## src/inc/rpmc_defs.vh

```
// Purpose: Constants for the reset and power mode control block
// Assumes: Byte-wide register port, 4-bit register index
// Notes:   Offsets are register indexes on the plain port
`ifndef RPMC_DEFS_VH
`define RPMC_DEFS_VH

// Register indexes
`define RPMC_ADDR_W        4
`define RPMC_OFS_CAUSE     4'h0
`define RPMC_OFS_CTRL      4'h1
`define RPMC_OFS_SWRST     4'h2
`define RPMC_OFS_STATUS    4'h3

// Reset cause flag positions
`define RPMC_RC_EXT        0
`define RPMC_RC_SW         1
`define RPMC_RC_WDT        2
`define RPMC_RC_BOF        3
`define RPMC_RC_UBRK       4
`define RPMC_RC_POF        5
`define RPMC_RC_RESET      8'h28

// Control register fields
`define RPMC_CT_BOD_EN     0
`define RPMC_CT_BOD_IRQ    1
`define RPMC_CT_MODE_LO    2
`define RPMC_CT_MODE_HI    3
`define RPMC_CT_CMP_PD     4

// Software reset request bit
`define RPMC_SW_GO         0

// Status register fields
`define RPMC_ST_BO         0
`define RPMC_ST_PIN        1
`define RPMC_ST_BOOT       2
`define RPMC_ST_POR        3

// Power modes
`define RPMC_MODE_RUN      2'h0
`define RPMC_MODE_IDLE     2'h1
`define RPMC_MODE_PD       2'h2
`define RPMC_MODE_TPD      2'h3

// Timing counts in clk_sys cycles
`define RPMC_POR_HOLD      16
`define RPMC_RST_PULSE     8
`define RPMC_CNT_W         8

// Reset vector parts
`define RPMC_VEC_ZERO      16'h0000
`define RPMC_VEC_LOW       8'h00

`endif

```

## src/rtl/rpmc_top.v

```verilog
// Purpose: Reset combining, reset cause, boot vector and power modes
// Assumes: arst_n is the power-on detect; other sources are live
// Notes:   Pins are resynchronised; wdt and break pulses are local
//          Control writes are ignored while the power-up phase runs
//          Boot choice is recomputed at every reset
//
// Overview of operation
// - Brownout resets by default, else interrupts
// - Software enables brownout; disabled gives nothing
// - Power-on flag set at power-up, software clears
// - Three low-power states: idle, pd, total pd
// - Idle keeps peripherals; irq or reset exits
// - Power-down stops oscillator; reset or wake exits
// - Bod, wdt, comparators, rtc run in power-down
// - RC oscillator off unless selected with rtc
// - Total power-down also stops bod and comparators
// - Enable bit selects reset or digital pin
// - Power-up forces pin as reset input
// - Six reset sources combined into reset
// - One readable cause flag per source
// - Writing zero clears flag; several may stand
// - Power-on sets pof and bof, clears rest
// - Other resets set own flag, keep others
// - Vector is zero or boot byte with 00h
// - Boot on break, boot status, forced isp
// - Enabled external interrupt wakes from sleep
//
// Implementation choices: strobed register access and the register addresses.
`timescale 1ns/1ps
`include "rpmc_defs.vh"
module rpmc_top #(
    parameter POR_HOLD_CYCLES  = `RPMC_POR_HOLD,
    parameter RST_PULSE_CYCLES = `RPMC_RST_PULSE
) (
    input  wire                    clk_sys,
    input  wire                    arst_n,
    input  wire [`RPMC_ADDR_W-1:0] reg_addr,
    input  wire [7:0]              reg_wdata,
    input  wire                    reg_wr,
    input  wire                    reg_rd,
    output reg  [7:0]              reg_rdata,
    input  wire                    shared_reset_pin,
    input  wire                    brownout_det,
    input  wire                    isp_force_pin,
    input  wire                    wdt_timeout,
    input  wire                    uart_break_det,
    input  wire                    reset_pin_enable,
    input  wire                    brownout_enable_fuse,
    input  wire [7:0]              boot_status_byte,
    input  wire [7:0]              boot_vector,
    input  wire                    irq_pending,
    input  wire                    pd_wake_irq,
    input  wire                    rc_osc_selected,
    input  wire                    rtc_enabled,
    output reg                     sys_reset,
    output reg                     brownout_irq,
    output reg                     pin_digital_in,
    output reg  [15:0]             reset_vector,
    output reg                     cpu_clk_en,
    output reg                     periph_clk_en,
    output reg                     main_osc_en,
    output reg                     rc_osc_en,
    output reg                     bod_power_en,
    output reg                     cmp_power_en,
    output reg  [1:0]              power_mode
);

    // Counts wider than the counter are cut on purpose
    localparam [`RPMC_CNT_W-1:0] POR_LOAD =
        POR_HOLD_CYCLES[`RPMC_CNT_W-1:0];
    localparam [`RPMC_CNT_W-1:0] RST_LOAD =
        RST_PULSE_CYCLES[`RPMC_CNT_W-1:0];

    // Async inputs: 0 pin, 1 brownout, 2 isp strap
    wire [2:0] async_in;
    reg  [2:0] sync1_reg;
    reg  [2:0] sync2_reg;
    reg  [2:0] sync3_reg;
    reg  [2:0] level_reg;

    assign async_in = {isp_force_pin, brownout_det, shared_reset_pin};

    // Pin rests high, brownout and isp low, so a quiet pin never looks like reset
    // Third stage lets a change count only once two stages agree
    genvar gi;
    generate
        for (gi = 0; gi < 3; gi = gi + 1) begin : g_sync
            localparam [0:0] REST = (gi == 0) ? 1'b1 : 1'b0;
            always @(posedge clk_sys or negedge arst_n) begin
                if (!arst_n) begin
                    sync1_reg[gi] <= REST;
                    sync2_reg[gi] <= REST;
                    sync3_reg[gi] <= REST;
                    level_reg[gi] <= REST;
                end else begin
                    sync1_reg[gi] <= async_in[gi];
                    sync2_reg[gi] <= sync1_reg[gi];
                    sync3_reg[gi] <= sync2_reg[gi];
                    if (sync2_reg[gi] == sync3_reg[gi]) begin
                        level_reg[gi] <= sync3_reg[gi];
                    end
                end
            end
        end
    endgenerate

    wire pin_level = level_reg[0];
    wire bo_level  = level_reg[1];
    wire isp_level = level_reg[2];

    // Power-up phase
    reg                   por_active_reg;
    reg [`RPMC_CNT_W-1:0] por_cnt_reg;

    // Control state
    reg [7:0]             cause_reg;
    reg                   bod_en_reg;
    reg                   bod_irq_reg;
    reg                   cmp_pd_reg;
    reg [1:0]             mode_reg;
    reg [1:0]             mode_next;
    reg                   sw_req_reg;
    reg                   boot_sel_reg;
    reg [`RPMC_CNT_W-1:0] rst_cnt_reg;

    // Pin role: forced to reset during power-up
    wire pin_is_reset = por_active_reg | reset_pin_enable;

    // Brownout only counts while enabled and powered
    wire bo_eff = bo_level & bod_en_reg
                & (mode_reg != `RPMC_MODE_TPD);

    // Reset sources outside power-up
    wire src_ext  = ~por_active_reg & reset_pin_enable
                  & ~pin_level;
    wire src_bo   = ~por_active_reg & bo_eff & ~bod_irq_reg;
    wire src_wdt  = ~por_active_reg & wdt_timeout;
    wire src_sw   = ~por_active_reg & sw_req_reg;
    wire src_ubrk = ~por_active_reg & uart_break_det;
    wire src_any  = src_ext | src_bo | src_wdt
                  | src_sw | src_ubrk;

    wire wr_cause = reg_wr & (reg_addr == `RPMC_OFS_CAUSE);
    wire wr_ctrl  = reg_wr & (reg_addr == `RPMC_OFS_CTRL);
    wire wr_swrst = reg_wr & (reg_addr == `RPMC_OFS_SWRST);

    wire [1:0] wr_mode =
        reg_wdata[`RPMC_CT_MODE_HI:`RPMC_CT_MODE_LO];

    // Stretch still running; holds run mode and reset
    wire rst_busy = (rst_cnt_reg != {`RPMC_CNT_W{1'b0}});

    // Power-up hold; a low pin keeps reloading the count
    // Power-up ends only after the pin stays high long enough
    always @(posedge clk_sys or negedge arst_n) begin
        if (!arst_n) begin
            por_active_reg <= 1'b1;
            por_cnt_reg    <= POR_LOAD;
        end else if (por_active_reg) begin
            if (!pin_level) begin
                por_cnt_reg <= POR_LOAD;
            end else if (por_cnt_reg != {`RPMC_CNT_W{1'b0}}) begin
                por_cnt_reg <= por_cnt_reg - 1'b1;
            end else begin
                por_active_reg <= 1'b0;
            end
        end
    end

    // Reset cause flags; a new event wins over a clearing write
    // Power-on value comes only from arst_n
    reg [7:0] cause_set;
    reg [7:0] cause_next;
    always @* begin
        cause_set = 8'h00;
        cause_set[`RPMC_RC_EXT]  = src_ext;
        cause_set[`RPMC_RC_SW]   = src_sw;
        cause_set[`RPMC_RC_WDT]  = src_wdt;
        cause_set[`RPMC_RC_BOF]  = src_bo;
        cause_set[`RPMC_RC_UBRK] = src_ubrk;
        cause_next = cause_reg;
        if (wr_cause) begin
            cause_next = cause_reg & reg_wdata;
        end
        cause_next = cause_next | cause_set;
    end

    always @(posedge clk_sys or negedge arst_n) begin
        if (!arst_n) begin
            cause_reg <= `RPMC_RC_RESET;
        end else begin
            cause_reg <= cause_next;
        end
    end

    // Control bits; fuse default is caught while power-up runs
    always @(posedge clk_sys or negedge arst_n) begin
        if (!arst_n) begin
            bod_en_reg  <= 1'b0;
            bod_irq_reg <= 1'b0;
            cmp_pd_reg  <= 1'b0;
            sw_req_reg  <= 1'b0;
        end else begin
            // Request lasts one cycle; the stretch does the rest
            sw_req_reg <= wr_swrst & reg_wdata[`RPMC_SW_GO];
            if (por_active_reg) begin
                bod_en_reg  <= brownout_enable_fuse;
                bod_irq_reg <= 1'b0;
            end else if (wr_ctrl) begin
                bod_en_reg  <= reg_wdata[`RPMC_CT_BOD_EN];
                bod_irq_reg <= reg_wdata[`RPMC_CT_BOD_IRQ];
                cmp_pd_reg  <= reg_wdata[`RPMC_CT_CMP_PD];
            end
        end
    end

    // Power mode sequencing; any reset beats a mode write, and wakes are only seen outside run
    always @* begin
        mode_next = mode_reg;
        // Mode writes are only taken from run
        case (mode_reg)
            `RPMC_MODE_RUN: begin
                if (wr_ctrl && wr_mode != `RPMC_MODE_RUN) begin
                    mode_next = wr_mode;
                end
            end
            `RPMC_MODE_IDLE: begin
                if (irq_pending) begin
                    mode_next = `RPMC_MODE_RUN;
                end
            end
            default: begin
                if (pd_wake_irq) begin
                    mode_next = `RPMC_MODE_RUN;
                end
            end
        endcase
        if (src_any || por_active_reg || rst_busy) begin
            mode_next = `RPMC_MODE_RUN;
        end
    end

    always @(posedge clk_sys or negedge arst_n) begin
        if (!arst_n) begin
            mode_reg <= `RPMC_MODE_RUN;
        end else begin
            mode_reg <= mode_next;
        end
    end

    // Reset stretch and boot choice
    always @(posedge clk_sys or negedge arst_n) begin
        if (!arst_n) begin
            rst_cnt_reg  <= {`RPMC_CNT_W{1'b0}};
            boot_sel_reg <= 1'b0;
        end else begin
            // Counter reloads while any source stays active
            if (src_any) begin
                rst_cnt_reg <= RST_LOAD;
            end else if (rst_cnt_reg != {`RPMC_CNT_W{1'b0}}) begin
                rst_cnt_reg <= rst_cnt_reg - 1'b1;
            end
            // Boot choice latched at each reset for the fetch
            if (por_active_reg) begin
                boot_sel_reg <= isp_level | boot_status_byte[0];
            end else if (src_any) begin
                boot_sel_reg <= src_ubrk | boot_status_byte[0];
            end
        end
    end

    // Outputs, all registered
    always @(posedge clk_sys or negedge arst_n) begin
        if (!arst_n) begin
            sys_reset      <= 1'b1;
            brownout_irq   <= 1'b0;
            pin_digital_in <= 1'b1;
            reset_vector   <= `RPMC_VEC_ZERO;
            cpu_clk_en     <= 1'b0;
            periph_clk_en  <= 1'b0;
            main_osc_en    <= 1'b1;
            rc_osc_en      <= 1'b1;
            bod_power_en   <= 1'b0;
            cmp_power_en   <= 1'b0;
            power_mode     <= `RPMC_MODE_RUN;
        end else begin
            sys_reset <= por_active_reg | src_any | rst_busy;
            // Level while brownout lasts; nothing latched here
            brownout_irq <= bo_eff & bod_irq_reg;
            // Reads high while the pin serves as reset
            pin_digital_in <= pin_is_reset | pin_level;
            reset_vector <= boot_sel_reg ?
                {boot_vector, `RPMC_VEC_LOW} : `RPMC_VEC_ZERO;
            // Gates follow mode_next so they move with power_mode
            cpu_clk_en    <= (mode_next == `RPMC_MODE_RUN);
            periph_clk_en <= (mode_next == `RPMC_MODE_RUN)
                           | (mode_next == `RPMC_MODE_IDLE);
            main_osc_en   <= ~mode_next[1];
            rc_osc_en     <= ~mode_next[1]
                           | (rc_osc_selected & rtc_enabled);
            // Watchdog and rtc are never gated here
            bod_power_en  <= bod_en_reg
                           & (mode_next != `RPMC_MODE_TPD);
            cmp_power_en  <= ~cmp_pd_reg
                           & (mode_next != `RPMC_MODE_TPD);
            power_mode    <= mode_next;
        end
    end

    // Read port; data valid only in the cycle after the strobe
    // Unmapped and write-only indexes read as zero
    reg [7:0] rd_mux;
    always @* begin
        rd_mux = 8'h00;
        if (reg_addr == `RPMC_OFS_CAUSE) begin
            rd_mux = cause_reg;
        end else if (reg_addr == `RPMC_OFS_CTRL) begin
            rd_mux[`RPMC_CT_BOD_EN]  = bod_en_reg;
            rd_mux[`RPMC_CT_BOD_IRQ] = bod_irq_reg;
            rd_mux[`RPMC_CT_MODE_HI:`RPMC_CT_MODE_LO] = mode_reg;
            rd_mux[`RPMC_CT_CMP_PD]  = cmp_pd_reg;
        end else if (reg_addr == `RPMC_OFS_STATUS) begin
            // Live status; pin and brownout after filtering
            rd_mux[`RPMC_ST_BO]   = bo_level;
            rd_mux[`RPMC_ST_PIN]  = pin_level;
            rd_mux[`RPMC_ST_BOOT] = boot_sel_reg;
            rd_mux[`RPMC_ST_POR]  = por_active_reg;
        end
    end

    always @(posedge clk_sys or negedge arst_n) begin
        if (!arst_n) begin
            reg_rdata <= 8'h00;
        end else begin
            reg_rdata <= reg_rd ? rd_mux : 8'h00;
        end
    end

endmodule

```

## config.mk

```make
export PLATFORM = sky130hd
export DESIGN_NAME = rpmc_top
export DESIGN_NICKNAME = d
export VERILOG_FILES = /design/src/rtl/rpmc_top.v
export VERILOG_INCLUDE_DIRS = /design/src /design/src/inc
export SDC_FILE = /design/constraint.sdc
export NUM_CORES = 1
export LEC_CHECK = 0
export BUFFER_PORTS_ARGS = -buffer_cell sky130_fd_sc_hd__buf_4
export CAP_MARGIN = 20
export CELL_PAD_IN_SITES_DETAIL_PLACEMENT = 0
export CELL_PAD_IN_SITES_GLOBAL_PLACEMENT = 2
export CORE_ASPECT_RATIO = 1.25
export CORE_MARGIN = 2
export CORE_UTILIZATION = 33
export CTS_CLUSTER_SIZE = 10
export DETAILED_ROUTE_END_ITERATION = 10
export PLACE_DENSITY = 0.75
export SLEW_MARGIN = 20
export SYNTH_ARGS = -nofsm -noshare
export SYNTH_HDL_FRONTEND = slang
export SYNTH_SLANG_ARGS = --single-unit
```

## constraint.sdc

```tcl
create_clock -name clk_sys -period 2 [get_ports clk_sys]
set_input_delay 0.3 -clock clk_sys [delete_from_list [all_inputs] [get_ports clk_sys]]
set_output_delay 0.3 -clock clk_sys [all_outputs]
set_load 0.005 [all_outputs]
```

==> results.md, run 1 <==
- Status: finished clean
- Seq cells post-synth: 69
- Worst-path clk slew: 0.08 ns
- Worst Skew: 0.00699 ns
- Share of the synthesized area in the top cell type: 48.2%
- CTS Sinks: 69
- Fin crit period: 1.83 ns
- Pwr/cell area: 803 nW/um^2
- Initial Util: 34.0%
- Yosys top cell by area: dfrtp_1
- R2R Setup Slk: 0.17 ns
- RePlAce Congestion: 0.768
- Post-route ant nets: 0
- LEAKAGE: 1.73 nW
- Post-route cell area: 3800 sq um
- Layout cells sized above 1: 32.2%
- DIE WIDTH: 88.7 um
- Final WS setup: 0.169 ns
- Fin nets: 382
- Post-synth EDFFs: 0
- Final worst-path cycle share: 91.5%
- I/O Buffers: 62
- Die Y: 110 um
- Worst-path cell chain: inv_1, ha_1, nor3b_1, nand3b_1, nor4b_4, buf_4, inv_1
- Critical R2R Launch: rst_cnt_reg[0]
- Ant. Diodes: 0
- Total grt overflow: 0
- Fmax: 546 MHz
- DRC: 0
- Vias in the first global route: 2121
- Delay-heaviest family, CP: simple AND/OR/NAND/NOR gates
- Worst-Margin Slew: 0.534 ns
- Required @ worst endpoint: 2.26 ns
- Slowest CP cell: dfrtp_1
- Ports: 78
- Pin count of the biggest net entering global routing: 38
- First-pass GRT wire length: 10.2 mm
- Total GRT Usage: 14.2%
- Count leader, synth: dfrtp_1
- Hold depth: 1
- Endpoints failing setup: 0
- Worst path most repeated cell: inv_1
- Cells after synthesis: 262
- RSZ-0062 raised after global routing: false
- Startpoint types: register
- Reg2reg path depth: 7
- DRT Wirelength: 6.37 mm
- Pwr Total: 3.05 mW
- Path length in cells of the critical path: 7
- Antenna violations before repair: 0
- Worst-path maximum fanout: 4
- Clock latency on the worst-skew pair: 0.36 ns
- Hold Crit Endpoint: sync1_reg[1]
- Sequential share of the synthesized area: 58.9%
- HPWL Detailed: 4.53 mm
- Slew Viols, Final: 0
- CTS tree: yes
- Post-Syn Area per Cell: 11.3 sq um
- DR vias: 2134
- Number of DRC markers in iteration 0: 66
- Worst Setup End Kind: register
- 1st-pass router iterations: 4
- Longest Clk Path Bufs: 2
- Synth warn: 0
- Area contributors post-synth: dfrtp_1, dfstp_2, nand2_1
- Arr. time, crit path: 2.09 ns
- Min-delay worst type: primary input to register
- Final hold viol count: 0
- Crit path kind: register to register
- Num rows: 38
- Post-Syn Area: 2960 sq um
- Final TNS setup: 0 ns
- Area grow syn2layout: 28.6%
- Hold Crit Start: brownout_det
- Via-to-Cell Ratio: 4.62
- Max-cap violation count: 0
- Num CTS Buffers: 9
- H-tree depth: 3
- CTS Root Cell: clkbuf_8
- WHS: 0.0411 ns
- Worst rel slew slack: 64.3%
- VDD IR-drop max: 0.401 mV
- WL per Instance: 13.8 um
- Synth cell count leaders: dfrtp_1, nand2_1, nor2_1, inv_1, o21ai_0
- FILL cells: 861
- Core ar.: 8700 sq um
- Ys flop type: dfrtp_1
- R2r endpoint: periph_clk_en
- Pre-CTS setup slack: 0.164 ns
- Crit path buffers/inverters: 3
- Synth unique cells: 51
- Post-synth ARST share: 100%
- Max incr delay on CP: 0.41 ns
- Die footprint: 9740 sq um
- Cell Area, Placed: 3580 sq um
[repair_timing]
action                                 CTS  global route
endpoints found under the hold margin   27             0
buffers inserted                         0             1
hold buffers                             1             0
gates resized for setup                  0             0
setup endpoints to repair                0             1
[metrics by stage]
step | util, % | cells
finish | 43.7 | 462
global route | 43.7 | 462
CTS | 43.6 | 461
detailed placement | 41.2 | 444
global placement | 41.2 | 444
floorplan | - | 269
[routing by layer]
metal / GRT usage [%] / part of all wire (%)
met1: 17.4 / 45
met3: 3.00 / 4.2
met5: 0 / 0
met4: 9.09 / 2.8
met2: 22.3 / 48
[worst reg2reg max path: stages (launching register included)]
cell      delay, ns
dfrtp_1        0.41
inv_1          0.06
ha_1           0.19
nor3b_1        0.29
nand3b_1       0.20
nor4b_4        0.36
buf_4          0.19
inv_1          0.04
[worst max-delay path by stage]
stage                   startpoint       endpoint  slack [ns]
floorplan           rst_cnt_reg[0]   cmp_power_en        0.27
global placement    rst_cnt_reg[0]   bod_power_en        0.20
detailed placement  rst_cnt_reg[0]   bod_power_en        0.16
CTS                 rst_cnt_reg[0]   bod_power_en        0.15
global route        rst_cnt_reg[1]  periph_clk_en        0.02
finish              rst_cnt_reg[0]  periph_clk_en        0.17
[placed cells by master, fill, tap and decap left out, types with 3 or more instances in the layout]
| cell | n |
|---|---|
| a21oi_1 | 8 |
| and2_1 | 9 |
| and3_1 | 4 |
| buf_4 | 70 |
| clkbuf_8 | 9 |
| clkinvlp_4 | 3 |
| conb_1 | 8 |
| dfrtp_1 | 57 |
| dfstp_2 | 12 |
| inv_1 | 18 |
| maj3_1 | 3 |
| mux2i_1 | 7 |
| nand2_1 | 23 |
| nand2b_1 | 4 |
| nand3b_1 | 3 |
| nor2_1 | 21 |
| nor2b_1 | 5 |
| nor3_1 | 7 |
| nor4_1 | 3 |
| o21a_1 | 4 |
| o21ai_0 | 13 |
| xnor2_1 | 3 |
[cell type report]
cell class,count,area (sq um),area share [%]
sequential,69,1740,45.8
tap,120,150,3.95
clock inverter,7,75.1,1.97
multi-input combinational,167,1090,28.6
clock buffer,9,124,3.26
timing repair buffer,72,556,14.6
inverter,18,67.6,1.78
[kinds of logic after synthesis]
logic type      share of synthesized area, %
other cells                            0.127
compound gates                          11.6
buf+inv                                 5.20
xor+xnor                                1.48
mux                                     2.75
flops                                   58.9
fa+ha+maj                               1.86
simple gates                            18.1
[report_power, final]
part           switching [mW]  leakage, nW  total, mW  internal, mW
sequential             0.0559        0.840       1.54          1.48
combinational           0.165        0.795      0.346         0.181
clock                   0.591       0.0918       1.17         0.579
Note: power is estimated with default switching activity, not from simulation.
==> inputs of run 2 (changes only) <==
--- a/config.mk
+++ b/config.mk
@@ -16,7 +16,9 @@
 export CTS_CLUSTER_SIZE = 10
 export DETAILED_ROUTE_END_ITERATION = 10
 export PLACE_DENSITY = 0.75
+export RECOVER_POWER = 25
 export SLEW_MARGIN = 20
 export SYNTH_ARGS = -nofsm -noshare
 export SYNTH_HDL_FRONTEND = slang
 export SYNTH_SLANG_ARGS = --single-unit
+export TNS_END_PERCENT = 1
==> run 2 against run 1 <==
Against the previous run:
- flip-flop and latch count unchanged
- sequential power hardly changed
- register-to-register slack about the same
- setup slack barely moved
- cell count stayed put
- first-iteration DRC count increased by 1.5%
- worst hold slack improved by 0.0060 ns
- power about the same
- combinational power hardly changed
- critical endpoint unchanged
- clock skew barely moved
- design area fell by 0.16%
==> results.md, run 2 (same netlist as run 1, synthesis figures left out) <==
- First-pass GRT wire length: 10.2 mm (unchanged)
- Final hold viol count: 0 (unchanged)
- GR Layer Usage met2: 22.3% (unchanged)
- Antenna violations before repair: 0 (unchanged)
- Fmax: 546 MHz (about the same)
- Fin nets: 382 (unchanged)
- Worst-Margin Slew: 0.955 ns (was 0.534 ns)
- CP startpoint: rst_cnt_reg[0] (unchanged)
- Post-route ant nets: 0 (unchanged)
- Max-cap violation count: 0 (unchanged)
- DR vias: 2132 (was 2134)
- Initial Util: 34.0% (unchanged)
- Seq pwr share: 50.3% (about the same)
- Via-to-Cell Ratio: 4.61 (was 4.62)
- Pwr/cell area: 804 nW/um^2 (was 803 nW/um^2)
- Pwr Total: 3.05 mW (about the same)
- Clock Power Share: 38.4% (was 38.3%)
- Most common cell after layout, fill and taps aside: buf_4 (unchanged)
- Switch share: 26.7% (was 26.6%)
- VDD IR-drop max: 0.400 mV (was 0.401 mV)
- Post-CTS Resized: 0 (unchanged)
- Worst-path maximum fanout: 4 (unchanged)
- Pin count of the biggest net entering global routing: 38 (unchanged)
- Core ar.: 8700 sq um (unchanged)
- P_sw: 814 uW (was 812 uW)
- Num rows: 38 (unchanged)
- Worst-path cell chain: inv_1, ha_1, nor3b_1, nand3b_1, nor4b_4, buf_4, inv_1 (unchanged)
- Number of DRC markers in iteration 0: 67 (was 66)
- Longest Clk Path Bufs: 2 (unchanged)
- Num CTS Buffers: 9 (unchanged)
- I/O Buffers: 62 (unchanged)
- Layout Cells excl Fill: 462 (unchanged)
- FILL cells: 861 (unchanged)
- DIE WIDTH: 88.7 um (unchanged)
- M1 GR Usage: 17.4% (unchanged)
- Endpoints failing setup: 0 (unchanged)
- 1st-pass router iterations: 4 (unchanged)
- CTS Root Cell: clkbuf_8 (unchanged)
- Layout cells sized above 1: 31.6% (was 32.2%)
- Cells after DPL: 444 (unchanged)
- Final TNS setup: 0 ns (unchanged)
- Ports: 78 (unchanged)
- Worst Setup End Kind: register (unchanged)
- LEAKAGE: 1.72 nW (was 1.73 nW)
- Total grt overflow: 0 (unchanged)
- DRT Wirelength: 6.38 mm (was 6.37 mm)
- Clock latency on the worst-skew pair: 0.36 ns (about the same)
- Most frequent cells in the layout: buf_4, dfrtp_1, nand2_1 (unchanged)
- R2R Setup Slk: 0.17 ns (about the same)
- Int Power: 2.24 mW (about the same)
- Worst rel slew slack: 36.3% (was 64.3%)
- CTS tree: yes (unchanged)
- Arr. time, crit path: 2.09 ns (about the same)
- RePlAce Congestion: 0.768 (unchanged)
- Min-delay worst type: primary input to register (unchanged)
- DRC: 0 (unchanged)
- Required @ worst endpoint: 2.26 ns (about the same)
- Status: finished clean (unchanged)
- Hold Crit Start: shared_reset_pin (was brownout_det)
- Startpoint types: register (unchanged)
- Logic gate share of total power: 11.3% (about the same)
- Crit path buffers/inverters: 3 (unchanged)
- CTS Sinks: 69 (unchanged)
- Vias in the first global route: 2121 (unchanged)
- Die footprint: 9740 sq um (unchanged)
- Critical R2R Launch: rst_cnt_reg[0] (unchanged)
- Slowest CP cell: dfrtp_1 (unchanged)
- Slew Viols, Final: 0 (unchanged)
- Delay-heaviest family, CP: simple AND/OR/NAND/NOR gates (unchanged)
- Ant. Diodes: 0 (unchanged)
- Die Y: 110 um (unchanged)
- WL per Instance: 13.8 um (about the same)
- RSZ-0062 raised after global routing: false (unchanged)
- HPWL Detailed: 4.53 mm (unchanged)
- Worst-path clk slew: 0.08 ns (about the same)
- Crit path kind: register to register (unchanged)
- M3 GR Usage: 3.00% (unchanged)
- Final worst-path cycle share: 91.5% (about the same)
- Worst Skew: 0.00709 ns (was 0.00699 ns)
- H-tree depth: 3 (unchanged)
- Max incr delay on CP: 0.41 ns (about the same)
- Gr busiest metal: met2 (unchanged)
- Total GRT Usage: 14.2% (unchanged)
- Worst path most repeated cell: inv_1 (unchanged)
- Area grow syn2layout: 28.4% (was 28.6%)
- Fin crit period: 1.83 ns (about the same)
run 2: cell type report:
cell class              instances  area (sq um)  share of cell area [%]
flip-flops and latches         69          1740                    45.9
repair buffers                 72           549                    14.5
well taps                     120           150                    3.96
multi-input cells             167          1090                    28.7
inverters                      18          67.6                    1.78
clock buffers                   9           124                    3.26
clock inverters                 7          75.1                    1.98
run 2: path summary, 6_finish.rpt:
check	end	depth (start not counted)
min in group asynchronous	rst_cnt_reg[2]	2
max	periph_clk_en	7
min reg2reg	sync2_reg[1]	0
max in group asynchronous	cause_reg[5]	3
max reg2reg	periph_clk_en	7
min	sync1_reg[0]	1
run 2: timing repair:
action,in CTS,in global routing
setup endpoints to repair,0,1
hold endpoints to repair,27,0
setup buffers,0,1
hold buffers,1,0
run 2: power groups by stage:
stage | Clock [mW] | Sequential (mW) | Combinational [mW]
2_1_floorplan | 0 | 1.55 | 0.177
3_3_place_gp | 0 | 1.56 | 0.348
3_5_place_dp | 0 | 1.56 | 0.351
4_1_cts | 1.21 | 1.54 | 0.355
5_1_grt | 1.26 | 1.54 | 0.388
6_report | 1.17 | 1.53 | 0.344
run 2: stage by stage:
stage | worst slack, ns | util, % | instance area [sq um] | hold WS, ns
floorplan | 0.267 | - | 2980 | 0.00441
finish | 0.170 | 43.6 | 3790 | 0.0471
global placement | 0.200 | 41.2 | 3580 | 0.301
global route | 0.0214 | 43.6 | 3790 | 0.0346
detailed placement | 0.164 | 41.2 | 3580 | 0.304
CTS | 0.149 | 43.6 | 3790 | 0.0222
run 2: worst reg2reg max path, cell delays in order, from the launching register on:
cell      delay [ns]
dfrtp_1         0.41
inv_1           0.06
ha_1            0.19
nor3b_1         0.29
nand3b_1        0.20
nor4b_4         0.36
buf_4           0.19
inv_1           0.04
run 2: per-layer routing:
metal / vias to the layer above / wire length, um
met3: 11 / 267
li1: 1034 / -
met1: 1035 / 2880
met2: 52 / 3050
met4: 0 / 177
met5: - / 0
